`src/core/atrc_pkg.sv`:
```
// Shared constants and types for the asynchronous timer core
package atrc_pkg;

  // Register byte offsets
  localparam logic [7:0] OFF_CONTROL = 8'h00;
  localparam logic [7:0] OFF_COUNT = 8'h04;
  localparam logic [7:0] OFF_STATUS = 8'h08;
  localparam logic [7:0] OFF_STAT_CLEAR = 8'h0c;
  localparam logic [7:0] OFF_IRQ_EN = 8'h10;
  localparam logic [7:0] OFF_IRQ_DIS = 8'h14;
  localparam logic [7:0] OFF_IRQ_MASK = 8'h18;
  localparam logic [7:0] OFF_ALARM_MATCH_FLAG_0 = 8'h20;
  localparam logic [7:0] OFF_ALARM_MATCH_FLAG_1 = 8'h24;
  localparam logic [7:0] OFF_PERIOD0 = 8'h30;
  localparam logic [7:0] OFF_PERIOD1 = 8'h34;
  localparam logic [7:0] OFF_CLOCK = 8'h40;

  // Control word fields
  localparam int CTL_RUN_BIT = 0;
  localparam int CTL_PRE_CLEAR_BIT = 1;
  localparam int CTL_CAL_BIT = 2;
  localparam int CTL_CLR_ALARM_LSB = 8;
  localparam int CTL_TAP_LSB = 16;
  localparam int TAP_W = 5;

  // Clock word fields and source codes
  localparam int CLK_ON_BIT = 0;
  localparam int CLK_SRC_LSB = 8;
  localparam int SRC_W = 3;
  localparam logic [2:0] SRC_RC = 3'h0;
  localparam logic [2:0] SRC_XTAL = 3'h1;
  localparam logic [2:0] SRC_BUS = 3'h2;
  localparam logic [2:0] SRC_GEN = 3'h3;
  localparam logic [2:0] SRC_KHZ = 3'h4;

  // Status, mask and clear word bit positions
  localparam int ST_WRAP = 0;
  localparam int ST_ALARM_LSB = 8;
  localparam int ST_PERIOD_LSB = 16;
  localparam int ST_BUSY = 24;
  localparam int ST_READY = 25;
  localparam int ST_CLK_BUSY = 28;
  localparam int ST_CLK_READY = 29;

  // Calendar layout inside the count word
  localparam int CAL_SEC_LSB = 0;
  localparam int CAL_MIN_LSB = 6;
  localparam int CAL_HOUR_LSB = 12;
  localparam int CAL_DAY_LSB = 17;
  localparam int CAL_MON_LSB = 22;
  localparam int CAL_YEAR_LSB = 26;

  // Reset values and synchronisation lengths
  localparam logic [31:0] WORD_RESET = 32'h0000_0000;
  localparam logic [3:0] SYNC_CYCLES = 4'h3;
  localparam logic [3:0] CLK_SYNC_CYCLES = 4'h4;

  typedef struct packed {
    logic wrap;
    logic [1:0] alarm;
    logic [1:0] period;
    logic ready;
    logic clock_sync_done_irq;
  } atrc_flags_t;

  typedef struct packed {
    logic wrap;
    logic period;
    logic alarm;
    logic clock_sync_done_irq;
    logic ready;
  } atrc_irq_t;

endpackage
```
`src/core/atrc_core.sv`:
```
// Asynchronous timer with prescaler, counter/calendar and Avalon-MM registers
// How it works
// - Enabled prescaler counts selected source edges
// - Prescaler hidden; control write with clear bit clears it
// - Tap field picks prescaler bit for ticks
// - Counter steps on each tap rising edge
// - Counter mode wraps to zero, sets wrap
// - Clear-on-alarm zeroes counter and sets wrap
// - Count register readable and writable
// - Fast reads may skip values; software copes
// - Calendar bit selects calendar counting
// - Calendar keeps time, day, month, year
// - Year offsets divisible by four leap
// - Interrupts same in both modes, except overflow wrap (counter mode only)
// - Five separate interrupt request outputs
// - Wrap on counter-mode overflow or alarm clear
// - Clock ready on clock-busy fall
// - Ready on busy fall
// - Enable/disable words set/clear mask bits
// - Request masked, held until status cleared
// - Clock busy set on clock change
// - Debug halt freezes unless both run bits
// - Periodic flag on chosen prescaler bit rise
// - Alarm flag when count equals alarm
// - While busy, synced writes dropped, reads zero
`timescale 1ns/1ps
module atrc_core
  import atrc_pkg::*;
(
  input wire logic core_clk,
  input wire logic rst,
  input wire logic [7:0] avs_address,
  input wire logic avs_read,
  input wire logic avs_write,
  input wire logic [31:0] avs_writedata,
  output logic [31:0] avs_readdata,
  output logic avs_waitrequest,
  input wire logic [3:0] srcPin,
  input wire logic debugHalt,
  input wire logic runInDebug,
  input wire logic periphDebug,
  output atrc_irq_t irq
);

  logic [3:0] pinS1, pinS2, pinS3, pinLvl, pinEdge;
  logic [31:0] pre, next_pre, count, next_count;
  logic [31:0] ctl, alarmVal [2];
  logic [TAP_W-1:0] perTap [2];
  logic clkOn;
  logic [SRC_W-1:0] clkSrc;
  logic [3:0] syncCnt, clkCnt;
  logic busy, clock_sync_pending_bit, busyPrev, clkBusyPrev;
  atrc_flags_t flags, mask, events, clrMask;
  logic wrAcc, syncHit, wrSync, wrClock, srcTick, freeze, run, tick, clrAlarm;
  logic [1:0] alarmEq, alarmEv, perEv;
  logic [31:0] statusWord, readWord;

  // Each source pin passes three flops; a level counts once stages two and three agree
  genvar gi;
  generate
    for (gi = 0; gi < 4; gi++)
    begin : g_pin
      always_ff @(posedge core_clk or posedge rst)
      begin
        if (rst)
        begin
          pinS1[gi] <= 1'b0;
          pinS2[gi] <= 1'b0;
          pinS3[gi] <= 1'b0;
          pinLvl[gi] <= 1'b0;
        end
        else
        begin
          pinS1[gi] <= srcPin[gi];
          pinS2[gi] <= pinS1[gi];
          pinS3[gi] <= pinS2[gi];
          if (pinS2[gi] == pinS3[gi])
            pinLvl[gi] <= pinS3[gi];
        end
      end
      assign pinEdge[gi] = (pinS2[gi] == pinS3[gi]) && pinS3[gi] && !pinLvl[gi];
    end
  endgenerate

  // Source select; the bus clock source ticks every cycle
  always_comb
  begin
    case (clkSrc)
      SRC_RC: srcTick = pinEdge[0];
      SRC_XTAL: srcTick = pinEdge[1];
      SRC_BUS: srcTick = 1'b1;
      SRC_GEN: srcTick = pinEdge[2];
      SRC_KHZ: srcTick = pinEdge[3];
      default: srcTick = 1'b0;
    endcase
  end

  assign freeze = debugHalt && !(runInDebug && periphDebug);
  assign run = ctl[CTL_RUN_BIT] && clkOn && !freeze && srcTick;
  assign next_pre = pre + 32'h0000_0001;
  assign tick = run && !pre[ctl[CTL_TAP_LSB +: TAP_W]] && next_pre[ctl[CTL_TAP_LSB +: TAP_W]];

  // Bus handshake: one wait state, then the request is taken
  assign wrAcc = avs_write && !avs_waitrequest;
  assign syncHit = (avs_address == OFF_CONTROL) || (avs_address == OFF_COUNT) ||
                   (avs_address == OFF_STAT_CLEAR) || (avs_address == OFF_ALARM_MATCH_FLAG_0) ||
                   (avs_address == OFF_ALARM_MATCH_FLAG_1) || (avs_address == OFF_PERIOD0) ||
                   (avs_address == OFF_PERIOD1);
  assign wrSync = wrAcc && syncHit && !busy;
  assign wrClock = wrAcc && (avs_address == OFF_CLOCK) && !clock_sync_pending_bit;
  assign busy = syncCnt != 4'h0;
  assign clock_sync_pending_bit = clkCnt != 4'h0;

  always_ff @(posedge core_clk or posedge rst)
  begin
    if (rst)
      avs_waitrequest <= 1'b1;
    else if ((avs_read || avs_write) && avs_waitrequest)
      avs_waitrequest <= 1'b0;
    else
      avs_waitrequest <= 1'b1;
  end

  // Prescaler; a clear request beats counting
  always_ff @(posedge core_clk or posedge rst)
  begin
    if (rst)
      pre <= WORD_RESET;
    else if (wrSync && avs_address == OFF_CONTROL && avs_writedata[CTL_PRE_CLEAR_BIT])
      pre <= WORD_RESET;
    else if (run)
      pre <= next_pre;
  end

  // Control word; the prescaler clear bit is a strobe and is not stored
  always_ff @(posedge core_clk or posedge rst)
  begin
    if (rst)
      ctl <= WORD_RESET;
    else if (wrSync && avs_address == OFF_CONTROL)
    begin
      ctl <= avs_writedata;
      ctl[CTL_PRE_CLEAR_BIT] <= 1'b0;
    end
  end

  // Alarm values and periodic taps
  generate
    for (gi = 0; gi < 2; gi++)
    begin : g_chan
      always_ff @(posedge core_clk or posedge rst)
      begin
        if (rst)
        begin
          alarmVal[gi] <= WORD_RESET;
          perTap[gi] <= '0;
        end
        else if (wrSync)
        begin
          if (avs_address == (gi == 0 ? OFF_ALARM_MATCH_FLAG_0 : OFF_ALARM_MATCH_FLAG_1))
            alarmVal[gi] <= avs_writedata;
          if (avs_address == (gi == 0 ? OFF_PERIOD0 : OFF_PERIOD1))
            perTap[gi] <= avs_writedata[TAP_W-1:0];
        end
      end
      assign alarmEq[gi] = count == alarmVal[gi];
      assign alarmEv[gi] = tick && (next_count == alarmVal[gi]);
      assign perEv[gi] = run && !pre[perTap[gi]] && next_pre[perTap[gi]];
    end
  endgenerate

  // Calendar step with month lengths and leap years
  function automatic logic [31:0] calNext(input logic [31:0] v);
    logic [5:0] sec, min, yr;
    logic [4:0] hr, day, last;
    logic [3:0] mon;
    sec = v[CAL_SEC_LSB +: 6];
    min = v[CAL_MIN_LSB +: 6];
    hr = v[CAL_HOUR_LSB +: 5];
    day = v[CAL_DAY_LSB +: 5];
    mon = v[CAL_MON_LSB +: 4];
    yr = v[CAL_YEAR_LSB +: 6];
    case (mon)
      4'h2: last = (yr[1:0] == 2'h0) ? 5'h1d : 5'h1c;
      4'h4, 4'h6, 4'h9, 4'hb: last = 5'h1e;
      default: last = 5'h1f;
    endcase
    if (sec != 6'h3b)
      sec = sec + 6'h01;
    else
    begin
      sec = 6'h00;
      if (min != 6'h3b)
        min = min + 6'h01;
      else
      begin
        min = 6'h00;
        if (hr != 5'h17)
          hr = hr + 5'h01;
        else
        begin
          hr = 5'h00;
          if (day < last)
            day = day + 5'h01;
          else
          begin
            day = 5'h01;
            if (mon < 4'hc)
              mon = mon + 4'h1;
            else
            begin
              mon = 4'h1;
              yr = yr + 6'h01;
            end
          end
        end
      end
    end
    return {yr, mon, day, hr, min, sec};
  endfunction

  assign clrAlarm = |(alarmEq & ctl[CTL_CLR_ALARM_LSB +: 2]);

  always_comb
  begin
    if (clrAlarm)
      next_count = WORD_RESET;
    else if (ctl[CTL_CAL_BIT])
      next_count = calNext(count);
    else
      next_count = count + 32'h0000_0001;
  end

  // Counter; a software write wins over a tick in the same cycle
  always_ff @(posedge core_clk or posedge rst)
  begin
    if (rst)
      count <= WORD_RESET;
    else if (wrSync && avs_address == OFF_COUNT)
      count <= avs_writedata;
    else if (tick)
      count <= next_count;
  end

  // Write synchronisation busy and clock busy counters
  always_ff @(posedge core_clk or posedge rst)
  begin
    if (rst)
    begin
      syncCnt <= 4'h0;
      busyPrev <= 1'b0;
    end
    else
    begin
      busyPrev <= busy;
      if (wrSync)
        syncCnt <= SYNC_CYCLES;
      else if (busy)
        syncCnt <= syncCnt - 4'h1;
    end
  end

  always_ff @(posedge core_clk or posedge rst)
  begin
    if (rst)
    begin
      clkCnt <= 4'h0;
      clkBusyPrev <= 1'b0;
      clkOn <= 1'b0;
      clkSrc <= SRC_RC;
    end
    else
    begin
      clkBusyPrev <= clock_sync_pending_bit;
      if (wrClock)
      begin
        clkOn <= avs_writedata[CLK_ON_BIT];
        clkSrc <= avs_writedata[CLK_SRC_LSB +: SRC_W];
        if (avs_writedata[CLK_ON_BIT] != clkOn || avs_writedata[CLK_SRC_LSB +: SRC_W] != clkSrc)
          clkCnt <= CLK_SYNC_CYCLES;
      end
      else if (clock_sync_pending_bit)
        clkCnt <= clkCnt - 4'h1;
    end
  end

  // Events and status flags; a new event wins over a clear in the same cycle
  always_comb
  begin
    events.wrap = tick && (clrAlarm || (!ctl[CTL_CAL_BIT] && count == 32'hffff_ffff));
    events.alarm = alarmEv;
    events.period = perEv;
    events.ready = busyPrev && !busy;
    events.clock_sync_done_irq = clkBusyPrev && !clock_sync_pending_bit;
  end

  function automatic atrc_flags_t fromWord(input logic [31:0] w);
    atrc_flags_t f;
    f.wrap = w[ST_WRAP];
    f.alarm = w[ST_ALARM_LSB +: 2];
    f.period = w[ST_PERIOD_LSB +: 2];
    f.ready = w[ST_READY];
    f.clock_sync_done_irq = w[ST_CLK_READY];
    return f;
  endfunction

  function automatic logic [31:0] toWord(input atrc_flags_t f);
    logic [31:0] w;
    w = WORD_RESET;
    w[ST_WRAP] = f.wrap;
    w[ST_ALARM_LSB +: 2] = f.alarm;
    w[ST_PERIOD_LSB +: 2] = f.period;
    w[ST_READY] = f.ready;
    w[ST_CLK_READY] = f.clock_sync_done_irq;
    return w;
  endfunction

  assign clrMask = wrSync && avs_address == OFF_STAT_CLEAR ? fromWord(avs_writedata) : atrc_flags_t'(7'h00);

  always_ff @(posedge core_clk or posedge rst)
  begin
    if (rst)
      flags <= atrc_flags_t'(7'h00);
    else
      flags <= (flags & ~clrMask) | events;
  end

  // Interrupt mask: write-one-to-set and write-one-to-clear
  always_ff @(posedge core_clk or posedge rst)
  begin
    if (rst)
      mask <= atrc_flags_t'(7'h00);
    else if (wrAcc && avs_address == OFF_IRQ_EN)
      mask <= mask | fromWord(avs_writedata);
    else if (wrAcc && avs_address == OFF_IRQ_DIS)
      mask <= mask & ~fromWord(avs_writedata);
  end

  // Five request lines, each registered from masked status
  always_ff @(posedge core_clk or posedge rst)
  begin
    if (rst)
      irq <= atrc_irq_t'(5'h00);
    else
    begin
      irq.wrap <= flags.wrap && mask.wrap;
      irq.period <= |(flags.period & mask.period);
      irq.alarm <= |(flags.alarm & mask.alarm);
      irq.clock_sync_done_irq <= flags.clock_sync_done_irq && mask.clock_sync_done_irq;
      irq.ready <= flags.ready && mask.ready;
    end
  end

  // Read mux; synchronised registers read zero while busy
  always_comb
  begin
    statusWord = toWord(flags);
    statusWord[ST_BUSY] = busy;
    statusWord[ST_CLK_BUSY] = clock_sync_pending_bit;
    readWord = WORD_RESET;
    case (avs_address)
      OFF_CONTROL: readWord = ctl;
      OFF_COUNT: readWord = count;
      OFF_STATUS: readWord = statusWord;
      OFF_IRQ_MASK: readWord = toWord(mask);
      OFF_ALARM_MATCH_FLAG_0: readWord = alarmVal[0];
      OFF_ALARM_MATCH_FLAG_1: readWord = alarmVal[1];
      OFF_PERIOD0: readWord = {27'h0, perTap[0]};
      OFF_PERIOD1: readWord = {27'h0, perTap[1]};
      OFF_CLOCK: readWord = {21'h0, clkSrc, 7'h00, clkOn};
      default: readWord = WORD_RESET;
    endcase
    if (busy && syncHit)
      readWord = WORD_RESET;
  end

  always_ff @(posedge core_clk or posedge rst)
  begin
    if (rst)
      avs_readdata <= WORD_RESET;
    else if (avs_read && avs_waitrequest)
      avs_readdata <= readWord;
  end
endmodule

```
`config.mk`:
```
export PLATFORM = sky130hd
export DESIGN_NAME = atrc_core
export DESIGN_NICKNAME = d
export VERILOG_FILES = /design/src/core/atrc_pkg.sv /design/src/core/atrc_core.sv
export SDC_FILE = /design/constraint.sdc
export NUM_CORES = 1
export LEC_CHECK = 0
export BUFFER_PORTS_ARGS = -buffer_cell sky130_fd_sc_hd__buf_2
export CORE_MARGIN = 4
export CORE_UTILIZATION = 55
export DETAILED_ROUTE_END_ITERATION = 10
export PLACE_DENSITY_LB_ADDON = 0.2
export SYNTH_ARGS = -nofsm -noshare
export SYNTH_HDL_FRONTEND = slang
export SYNTH_SLANG_ARGS = --single-unit
```
`constraint.sdc`:
```
create_clock -name core_clk -period 10.35 [get_ports core_clk]
set_clock_uncertainty 0.1 [all_clocks]
set_input_delay 0.5175 -clock core_clk [delete_from_list [all_inputs] [get_ports core_clk]]
set_output_delay 0.5175 -clock core_clk [all_outputs]
set_load 0.02 [all_outputs]
```
Yosys cells after proc, flatten, opt, wreduce, memory -nomap -nowiden
Cells that the tools add are included.
{"block": "op_classes", "bitwise": 9, "mux": 54, "order_cmp": 5, "eq_ne": 35, "n_reduce_logical": 83, "add_sub_neg": 10}
{"cell": "32-bit case mux with 9 select lines", "n": 1}
{"cell": "32-bit two-way mux", "n": 7}
{"cell": "32-bit equality test", "n": 4}
{"cell": "32-bit by 1-bit adder with 32-bit output (second input constant)", "n": 2}
{"cell": "6-bit two-way mux", "n": 8}
{"cell": "5-bit two-way mux", "n": 9}
{"cell": "1-bit logical AND", "n": 42}
{"cell": "4-bit two-way mux", "n": 10}
{"cell": "32-bit equality test (second input constant)", "n": 1}
{"cell": "8-bit by 6-bit equality test with 1-bit output (second input constant)", "n": 4}
{"cell": "1-bit binary-select mux with 5-bit select", "n": 6}
{"cell": "8-bit by 5-bit equality test with 1-bit output (second input constant)", "n": 3}
{"cell": "7-bit two-way mux", "n": 3}
{"cell": "6-bit by 1-bit adder with 6-bit output (second input constant)", "n": 3}
{"cell": "5-bit by 6-bit less-than comparator with 1-bit output (second input constant)", "n": 3}
{"cell": "8-bit by 4-bit equality test with 1-bit output (second input constant)", "n": 2}
{"cell": "7-bit bitwise AND", "n": 2}
{"cell": "7-bit inverter", "n": 2}
{"cell": "7-bit OR", "n": 2}
{"cell": "1-bit zero test", "n": 13}
{"cell": "6-bit != test (second input constant)", "n": 2}
{"cell": "5-bit by 1-bit adder with 5-bit output (second input constant)", "n": 2}
{"cell": "2-bit AND reduction", "n": 5}
{"cell": "2-bit nonzero test", "n": 5}
{"cell": "28 further kinds", "n": 55}
{"block": "totals", "output_inout_bits": 38, "wordCells": 242, "input_bits": 51, "regBits": 251}

Logic depth before layout (Yosys ltp)
Gate-level depths: netlist (run 1).
{"block": "logic_depth", "ltp_word": 15, "depth_mapped": 16, "mapped_depth_nobuf": 14}

Least setup slack after synthesis (run 1)
OpenSTA, ideal clock, no wires.
{"block": "synth_timing", "kind": "register -> register", "startpoint": "register count[22]", "endpoint": "register flags[4] (netlist name)", "path_slack_ps": 6595, "n_path_buf": 2, "t_required_ps": 10158, "setup_ps": 92, "t_arrival_ps": 3563, "path_stages_with_launch": 15, "synth_period_minus_slack_ps": 3755, "path_cell_list": "dfrtp_1 clkbuf_1 inv_1 ha_1 nor3b_1 ha_1 o2111a_1 o21a_1 clkbuf_1 nand3_1 a32o_2 xnor2_1 or4b_2 a211o_1 o31ai_2"}
{"block": "synth_between", "elab_chain_cells": 15, "elab_cells_between_ends": 36, "classes_between": "add/sub: 2; order compare: 2; eq/ne: 8; mux: 19; bitwise: 2; reduce/logical: 3"}
{"element": "start, declared", "line": "atrc_core.sv:46", "text": "logic [31:0] pre, next_pre, count, next_count;"}
{"element": "start signal, assigned", "line": "atrc_core.sv:240", "text": "count <= avs_writedata;"}
{"element": "start signal, assigned", "line": "atrc_core.sv:242", "text": "count <= next_count;"}
{"element": "4-bit by 3-bit equality test with 1-bit output / 4-bit equality test (equally long branches)", "line": "atrc_core.sv:183", "text": "case (mon)"}
{"element": "4-bit OR reduction", "line": "atrc_core.sv:183"}
{"element": "2-bit case mux with 2 select lines", "line": "atrc_core.sv:183"}
{"element": "5-bit two-way mux", "line": "atrc_core.sv:228", "text": "else if (ctl[CTL_CAL_BIT])"}
{"element": "5-bit two-way mux", "line": "atrc_core.sv:226", "text": "if (clrAlarm)"}
{"element": "5-bit less-than comparator", "line": "atrc_core.sv:203", "text": "if (day < last)"}
{"element": "5-bit two-way mux (tied with other cells)", "line": "atrc_core.sv:203"}
{"element": "5-bit two-way mux (tied with other cells)", "line": "atrc_core.sv:198", "text": "if (hr != 5'h17)"}
{"element": "5-bit two-way mux (tied with other cells)", "line": "atrc_core.sv:193", "text": "if (min != 6'h3b)"}
{"element": "5-bit two-way mux (tied with other cells)", "line": "atrc_core.sv:188", "text": "if (sec != 6'h3b)"}
{"element": "32-bit two-way mux", "line": "atrc_core.sv:228"}
{"element": "32-bit two-way mux (*)", "line": "atrc_core.sv:226"}
{"element": "32-bit equality test (*)", "line": "atrc_core.sv:167", "text": "assign alarmEv[gi] = tick && (next_count == alarmVal[gi]);"}
{"element": "1-bit logical AND (*)", "line": "atrc_core.sv:167"}
{"element": "7-bit OR (*)", "line": "atrc_core.sv:325", "text": "flags <= (flags & ~clrMask) | events;"}
{"element": "end signal, assigned", "line": "atrc_core.sv:323", "text": "flags <= atrc_flags_t'(7'h00);"}
{"element": "end signal, assigned", "line": "atrc_core.sv:325"}
{"element": "end, declared", "line": "atrc_core.sv:53", "text": "atrc_flags_t flags, mask, events, clrMask;"}
Mark *: on every way between the ends. The rest lies on a longest branch, timed or not. The select of a mux whose other input is x is not followed.
A chain may end at the register's enable or synchronous reset.

Worst setup path after layout (run 1)
{"block": "layout_timing", "startpoint": "register count[0]", "endpoint": "register flags[4] (netlist name)"}
{"block": "layout_between", "elab_chain_cells": 7, "elab_cells_between_ends": 18, "classes_between": "add/sub: 2; eq/ne: 4; mux: 8; bitwise: 2; reduce/logical: 2"}
{"element": "parallel branches: the longest is 3 deep, another holds 32-bit by 1-bit adder with 32-bit output"}
{"element": "32-bit two-way mux (*)", "line": "atrc_core.sv:226"}
{"element": "32-bit equality test (*)", "line": "atrc_core.sv:167"}
{"element": "1-bit logical AND (*)", "line": "atrc_core.sv:167"}
{"element": "7-bit OR (*)", "line": "atrc_core.sv:325"}
Every way passes the cells marked *.

==> flow_summary.toml, run 1 <==
[power_and_ir_drop]
peakVddDrop_uv = 145
powerDensity_mw_per_mm2 = 118
power_leakage_uw = 0.00832
fin_total_pwr_uw = 2170

[finish]
seq_area_mm2 = 0.00628
drive_above_1_share = 0.183
diodes = 0
area_delta_synth_final_pct = 8.41
n_fill_cell = 2665
nNetsFinal = 1907
postLayoutCoreUtil = 0.603
multi_input_comb_area_mm2 = 0.00997

[synthesis]
syn_inst = 1850
synth_compound_area_frac = 0.170
syn_area_per_cell_um2 = 9.20
synthFlopType = "dfrtp_1"
ys_seq_elements = 251
syn_nets = 1920
synth_warnings = 0
synthesis.area_mm2 = 0.0170
synth_top_family_by_area = "simple AND/OR/NAND/NOR gates"
yosys.area_share.adder = 0.0140
synth-simple-area-share = 0.211
synth_edf_count = 0
yosysUniqueCellTypes = 94
yosysSeqAreaShare = 0.369
async_flop_share = 1.00
yosys.area_share.xor_xnor = 0.0720
synthMuxAreaShare = 0.116

[clock_tree]
cts_sinks = 251
clockBufferDepth = 3
cts_root_buffer = "clkbuf_16"
htree_levels = 1
clock_latency_ns = 0.58
ctsResizeCount = 0
post_cts_buffers = 0
clkTransAtPathRegs_ns = 0.06
cts_tree = "done"
cts-buffers-inserted = 29
hold_buffers = 6

[job]
drv_cap = 0

[sta]
timing.fmax_mhz = 214
hold_ws_ns = 0.00139
setup-tns-final_ns = 0
layout_setup_ws_ns = 5.67
fin_crit_ns = 4.68
tightestPinTransition_ns = 0.995
period_share = 0.452
finalSetupViolCount = 0
relSlewSlack = 0.337
rsz0062_at_grt = "no"
drv_slew = 0
hold_violations = 0

[worst_hold_path]
hold_path.class = "in2async"

[placement]
routabilityCongestion = 1.01
port_buffers = 88
hpwl_um = 39100
dp_slack_ns = 5.90

[floorplan]
coreArea_mm2 = 0.0306
fp.dieW_um = 184
dieArea_mm2 = 0.0338
start_util = 0.556
ios = 89
num_rows = 64
die_y_um = 184

[route]
first_pass_iters = 8
antenna_left = 0
drt-total-wl_um = 55400
drc = 0
vias = 15400
via_per_inst = 6.84
routedWlPerCell_um = 24.6
drt_iter0_markers = 1763

[worst_setup_path]
crit_path_end_kind = "register"
rrSetupSlack_ns = 5.67
ff2ff_path_depth = 11
setup.worst_path.class = "reg2reg"
cp.required_ns = 10.73
worst_setup_path_start_kind = "register"
cp.arrival_ns = 5.06
timing.rr.start = "count[0]$_DFFE_PP0P_"
path_max_fanout = 13
reg2reg_to = "flags[4]$_DFF_PP0_"

[status]
status = "finished, final reports clean"

[global_route]
grt-ovfl-total = 0
grt_first_pass_wirelength_um = 86100
grt_pass1_vias = 14600
grt_max_degree = 119
antenna_found_initial = 0
grt_use_total = 0.321
-- per-layer routing --
| layer | global-route usage | part of all wire | wire length [µm] |
|---|---|---|---|
| met1 | 0.466 | 0.42 | 23500 |
| met3 | 0.0475 | 0.086 | 4780 |
| met4 | 0.117 | 0.043 | 2370 |
| met5 | 0 | 0 | 0 |
| met2 | 0.492 | 0.45 | 24800 |
-- cell usage in the layout, fill, tap and decap left out, drive strengths merged, types with 8 or more instances in the layout --
cell and instances:
o22ai 10, and2 19, nand3 64, a21oi 85, mux2 121, nand2b 12, o21ai 72, buf 106
xor2 93, ha 19, o32ai 13, clkbuf 34, nand2 154, and4 8, a22oi 14, or3 30
a22o 37, a211oi 16, and3 18, nand4 34, inv 37, or4 12, o31ai 11, nor4 44
a31oi 36, mux2i 21, nor3 60, a222oi 28, nor4b 8, mux4 18, nor2b 16, nor2 164
dfrtp 250, xnor2 46
-- sequential cells by signal, summed over array words and instances (netlist names), named ones only --
name             flops
perTap              10
clkCnt               4
irq                  5
avs_readdata        32
busyPrev             1
pinS3                4
ctl                 31
pinS2                4
count               32
clkBusyPrev          1
syncCnt              4
clkSrc               3
alarmVal            64
clkOn                1
avs_waitrequest      1
pinS1                4
flags                7
pre                 32
pinLvl               4
-- worst max path at each step --
stage                          to                  from  slack [ns]
2_1_floorplan           async pin                   rst        2.83
3_3_place_gp   flags[5]$_DFF_PP0_  count[0]$_DFFE_PP0P_        6.00
3_5_place_dp   flags[4]$_DFF_PP0_  count[0]$_DFFE_PP0P_        5.90
4_1_cts        flags[4]$_DFF_PP0_  count[0]$_DFFE_PP0P_        5.81
5_1_grt        flags[4]$_DFF_PP0_  count[0]$_DFFE_PP0P_        5.38
6_report       flags[4]$_DFF_PP0_  count[0]$_DFFE_PP0P_        5.67
-- report_power, final --
part / internal [µW] / switching (µW)
Combinational: 45.9 / 85.5
Sequential: 1010 / 16.3
Clock: 576 / 442
Total: 1630 / 544
-- cells by family (layout without fill, tap and decap cells) --
logic type	count (synthesis)	count (layout)
xor+xnor	139	139
mux	160	160
compound gates	408	408
simple gates	685	685
buf+inv	188	194
flops	251	251
fa+ha+maj	19	19
-- stage by stage --
stage / cell area (µm²) / std cells
after floorplan: 17000 / 1850
after global placement: 17500 / 2196
after detailed placement: 17500 / 2196
after CTS: 18400 / 2252
after global routing: 18400 / 2252
final: 18400 / 2252
-- cell usage after synthesis, types with 17 or more instances --
cell	count	area [µm²]
and3_1	18	113
or3_1	30	188
a222oi_1	28	280
nor2_1	164	616
a22o_1	37	324
xor2_1	92	806
clkbuf_1	88	330
a31oi_1	36	225
nor3_1	59	295
mux2i_1	21	210
buf_2	36	180
mux2_2	121	1360
ha_1	19	238
inv_1	32	120
nand2_1	154	578
mux4_2	18	405
xnor2_1	46	403
dfrtp_1	250	6260
nor4_1	40	250
nand4_1	32	200
buf_1	17	63.8
a21oi_1	84	420
o21ai_0	66	330
and2_1	19	119
nand3_1	60	300
-- area by class of cell --
| class | count | area share |
|---|---|---|
| Clock inverter | 16 | 0.00943 |
| Tap cell | 396 | 0.0269 |
| Multi-Input combinational cell | 1411 | 0.541 |
| Sequential cell | 251 | 0.341 |
| Inverter | 32 | 0.00692 |
| Clock buffer | 34 | 0.0409 |
| Timing Repair Buffer | 112 | 0.0345 |
-- worst max-delay path: stages, from the launching register on --
cell and delay (ns):
dfrtp_1 0.58, ha_1 0.42, nand4_4 0.27, nor2_1 0.79, nand2_1 0.28, o311ai_0 0.38
a21boi_0 0.35, nor2_1 0.12, xnor2_1 0.30, o2111ai_1 0.17, or4_1 0.58, o31ai_2 0.23
Power figures use the tool's default switching activity.
==> run 2, diff against run 1 <==
Settings changed: ABC_AREA from default to 1.
Clock period 10.35 ns to 4.69 ns, I/O delays scaled along.
==> run 2 against run 1 <==
  * Synthesized area rose by 10%
  * Core utilization is 2.0 points higher
  * Register-to-register slack got worse by 4.9 ns
  * Critical path type unchanged
  * Largest power group is now the clock network
==> flow_summary.toml, run 2 <==
[route]
via_per_inst = 6.29
drc = 0
vias = 21600
drt-total-wl_um = 79200
first_pass_iters = 7
routedWlPerCell_um = 23.1
drt_iter0_markers = 3206
antenna_left = 0

[finish]
fin_cells = 3429
final_common_cell = "nand2_1"
drive_above_1_share = 0.0926
postLayoutCoreUtil = 0.622
seq_area_mm2 = 0.00628
diodes = 0
largest_register_ffs = 64
nNetsFinal = 3027
regMostFlops = "alarmVal"
final_cell_mix = "868 x nand2_1, 349 x o21ai_0, 272 x inv_1, 259 x nor2_1, 250 x dfrtp_1"
area_delta_synth_final_pct = 11.5
multi_input_comb_area_mm2 = 0.0107
n_fill_cell = 3164

[clock_tree]
cts_sinks = 251
ctsResizeCount = 0
clockBufferDepth = 3
clock_latency_ns = 0.63
cts-buffers-inserted = 30
post_cts_buffers = 0
clkTransAtPathRegs_ns = 0.07
cts_tree = "done"
cts_root_buffer = "clkbuf_16"
htree_levels = 1
hold_buffers = 39

[sta]
finalSetupViolCount = 0
setup-tns-final_ns = 0
timing.fmax_mhz = 253
drv_slew = 0
period_share = 0.842
relSlewSlack = 0.249
fin_crit_ns = 3.95
rsz0062_at_grt = "no"
tightestPinTransition_ns = 1.13
hold_violations = 0

[worst_hold_path]
hold_path.class = "in2reg"
min_from = "avs_address[7]"
hold_end = "clkOn$_DFFE_PP0P_"
holdPathStages = 4

[floorplan]
coreArea_mm2 = 0.0335
start_util = 0.558
ios = 89
die_y_um = 192
fp.dieW_um = 192
num_rows = 67
dieArea_mm2 = 0.0371

[worst_setup_path]
crit_path_start = "ctl[17]$_DFFE_PP0P_"
ff2ff_path_depth = 13
cp.required_ns = 5.05
setup.worst_path.class = "reg2reg"
reg2reg_to = "count[6]$_DFFE_PP0P_"
crit_path_end_kind = "register"
timing.rr.start = "ctl[17]$_DFFE_PP0P_"
cp.arrival_ns = 4.31
worst_setup_path_start_kind = "register"
path_max_fanout = 17
rrSetupSlack_ns = 0.74

[global_route]
grt_use_total = 0.418
antenna_found_initial = 1
grt_pass1_vias = 20000
grt-ovfl-total = 0
grt_max_degree = 172
grt_first_pass_wirelength_um = 118000

[job]
drv_cap = 0

[synthesis]
syn_inst = 2886
synth_area_leaders = "dfrtp_1 33%, nand2_1 17%, o21ai_0 9.3%"
synth_top_area_frac = 0.334
ys_seq_elements = 251
yosysSeqAreaShare = 0.336
async_flop_share = 1.00
yosysMostFrequentCell = "nand2_1"
syn_area_per_cell_um2 = 6.49
yosysUniqueCellTypes = 53
syn_nets = 2956
yosys.area.top_type = "dfrtp_1"
synth_warnings = 0
synth_common_cells = "868 x nand2_1, 349 x o21ai_0, 273 x inv_1, 260 x nor2_1, 250 x dfrtp_1"
synthesis.area_mm2 = 0.0187
synth_edf_count = 0
synthFlopType = "dfrtp_1"

[power_and_ir_drop]
peakVddDrop_uv = 354
power_leakage_uw = 0.0108
powerDensity_mw_per_mm2 = 248

[placement]
placed_cells = 3334
port_buffers = 88
routabilityCongestion = 1.07
hpwl_um = 57400

[status]
status = "finished, final reports clean"
## run 2: cell types whose count changed after synthesis, sizes merged, moves of 34 or more
cell	before	now
nand3	64	223
o21ai	72	402
nor3	60	21
xor2	93	20
nor2	164	288
inv	32	290
nand2	154	880
mux2	121	19
clkbuf	92	58
nor4	44	4
## run 2: metal layers
layer / GRT usage / vias to the layer above / part of all wire
met5: 0 / - / 0.00016
met1: 0.590 / 10000 / 0.40
met4: 0.160 / 2 / 0.046
li1: - / 9671 / -
met3: 0.115 / 273 / 0.14
met2: 0.612 / 1622 / 0.41
## run 2: how the worst max path moves through the flow
stage                      endpoint  slack [ns]  cells after the start
2_1_floorplan             async pin        1.05                      1
3_3_place_gp   count[8]$_DFFE_PP0P_        1.14                     13
3_5_place_dp   count[5]$_DFFE_PP0P_        1.07                     13
4_1_cts        count[6]$_DFFE_PP0P_        1.01                     13
5_1_grt        count[8]$_DFFE_PP0P_        0.69                     13
6_report       count[6]$_DFFE_PP0P_        0.74                     13
## run 2: kinds of logic (layout without fill, tap and decap cells)
| group | Yosys count | in the layout | share of synthesized area |
|---|---|---|---|
| and+or+nand+nor | 1505 | 1505 | 0.342 |
| AOI/OAI and AO/OA | 629 | 629 | 0.185 |
| buffers and inverters | 418 | 513 | 0.0916 |
| DFF | 251 | 251 | 0.336 |
| xor gates and xnor gates | 45 | 45 | 0.0223 |
| adders and majority gates | 19 | 19 | 0.0127 |
| muxes | 19 | 19 | 0.0114 |
## run 2: cell type report
cell class,instances,area share
inverters,296,0.0534
well taps,448,0.0269
clock buffers,36,0.0385
clock inverters,20,0.0124
repair buffers,161,0.0532
multi-input cells,2217,0.515
flip-flops and latches,251,0.301
## run 2: critical path, stage by stage (launching register included)
cell	delay [ns]
dfrtp_1	0.94
clkinv_1	0.30
buf_4	0.31
a21oi_1	0.13
o21ai_0	0.10
a31oi_1	0.25
o21ai_0	0.15
inv_1	0.14
nand3_1	0.09
nand2_1	0.07
nand4_1	0.17
nand2_2	0.51
buf_4	0.41
o21ai_1	0.10
## run 2: through the flow
stage               total power (µW)  hold WS [ns]  area (µm²)  setup WS, ns
global route                    5310         0.101       20900         0.689
finish                          5180        0.0534       20900         0.740
floorplan                       2500         0.166       18700          1.05
CTS                             5160        0.0294       20900          1.01
detailed placement              2640         0.236       19400          1.07
global placement                2610         0.239       19400          1.14
## run 2: power by group
group | internal (µW) | switching [µW] | total, µW
Clock | 1460 | 1080 | 2540
Sequential | 2220 | 35.2 | 2260
Combinational | 126 | 258 | 384
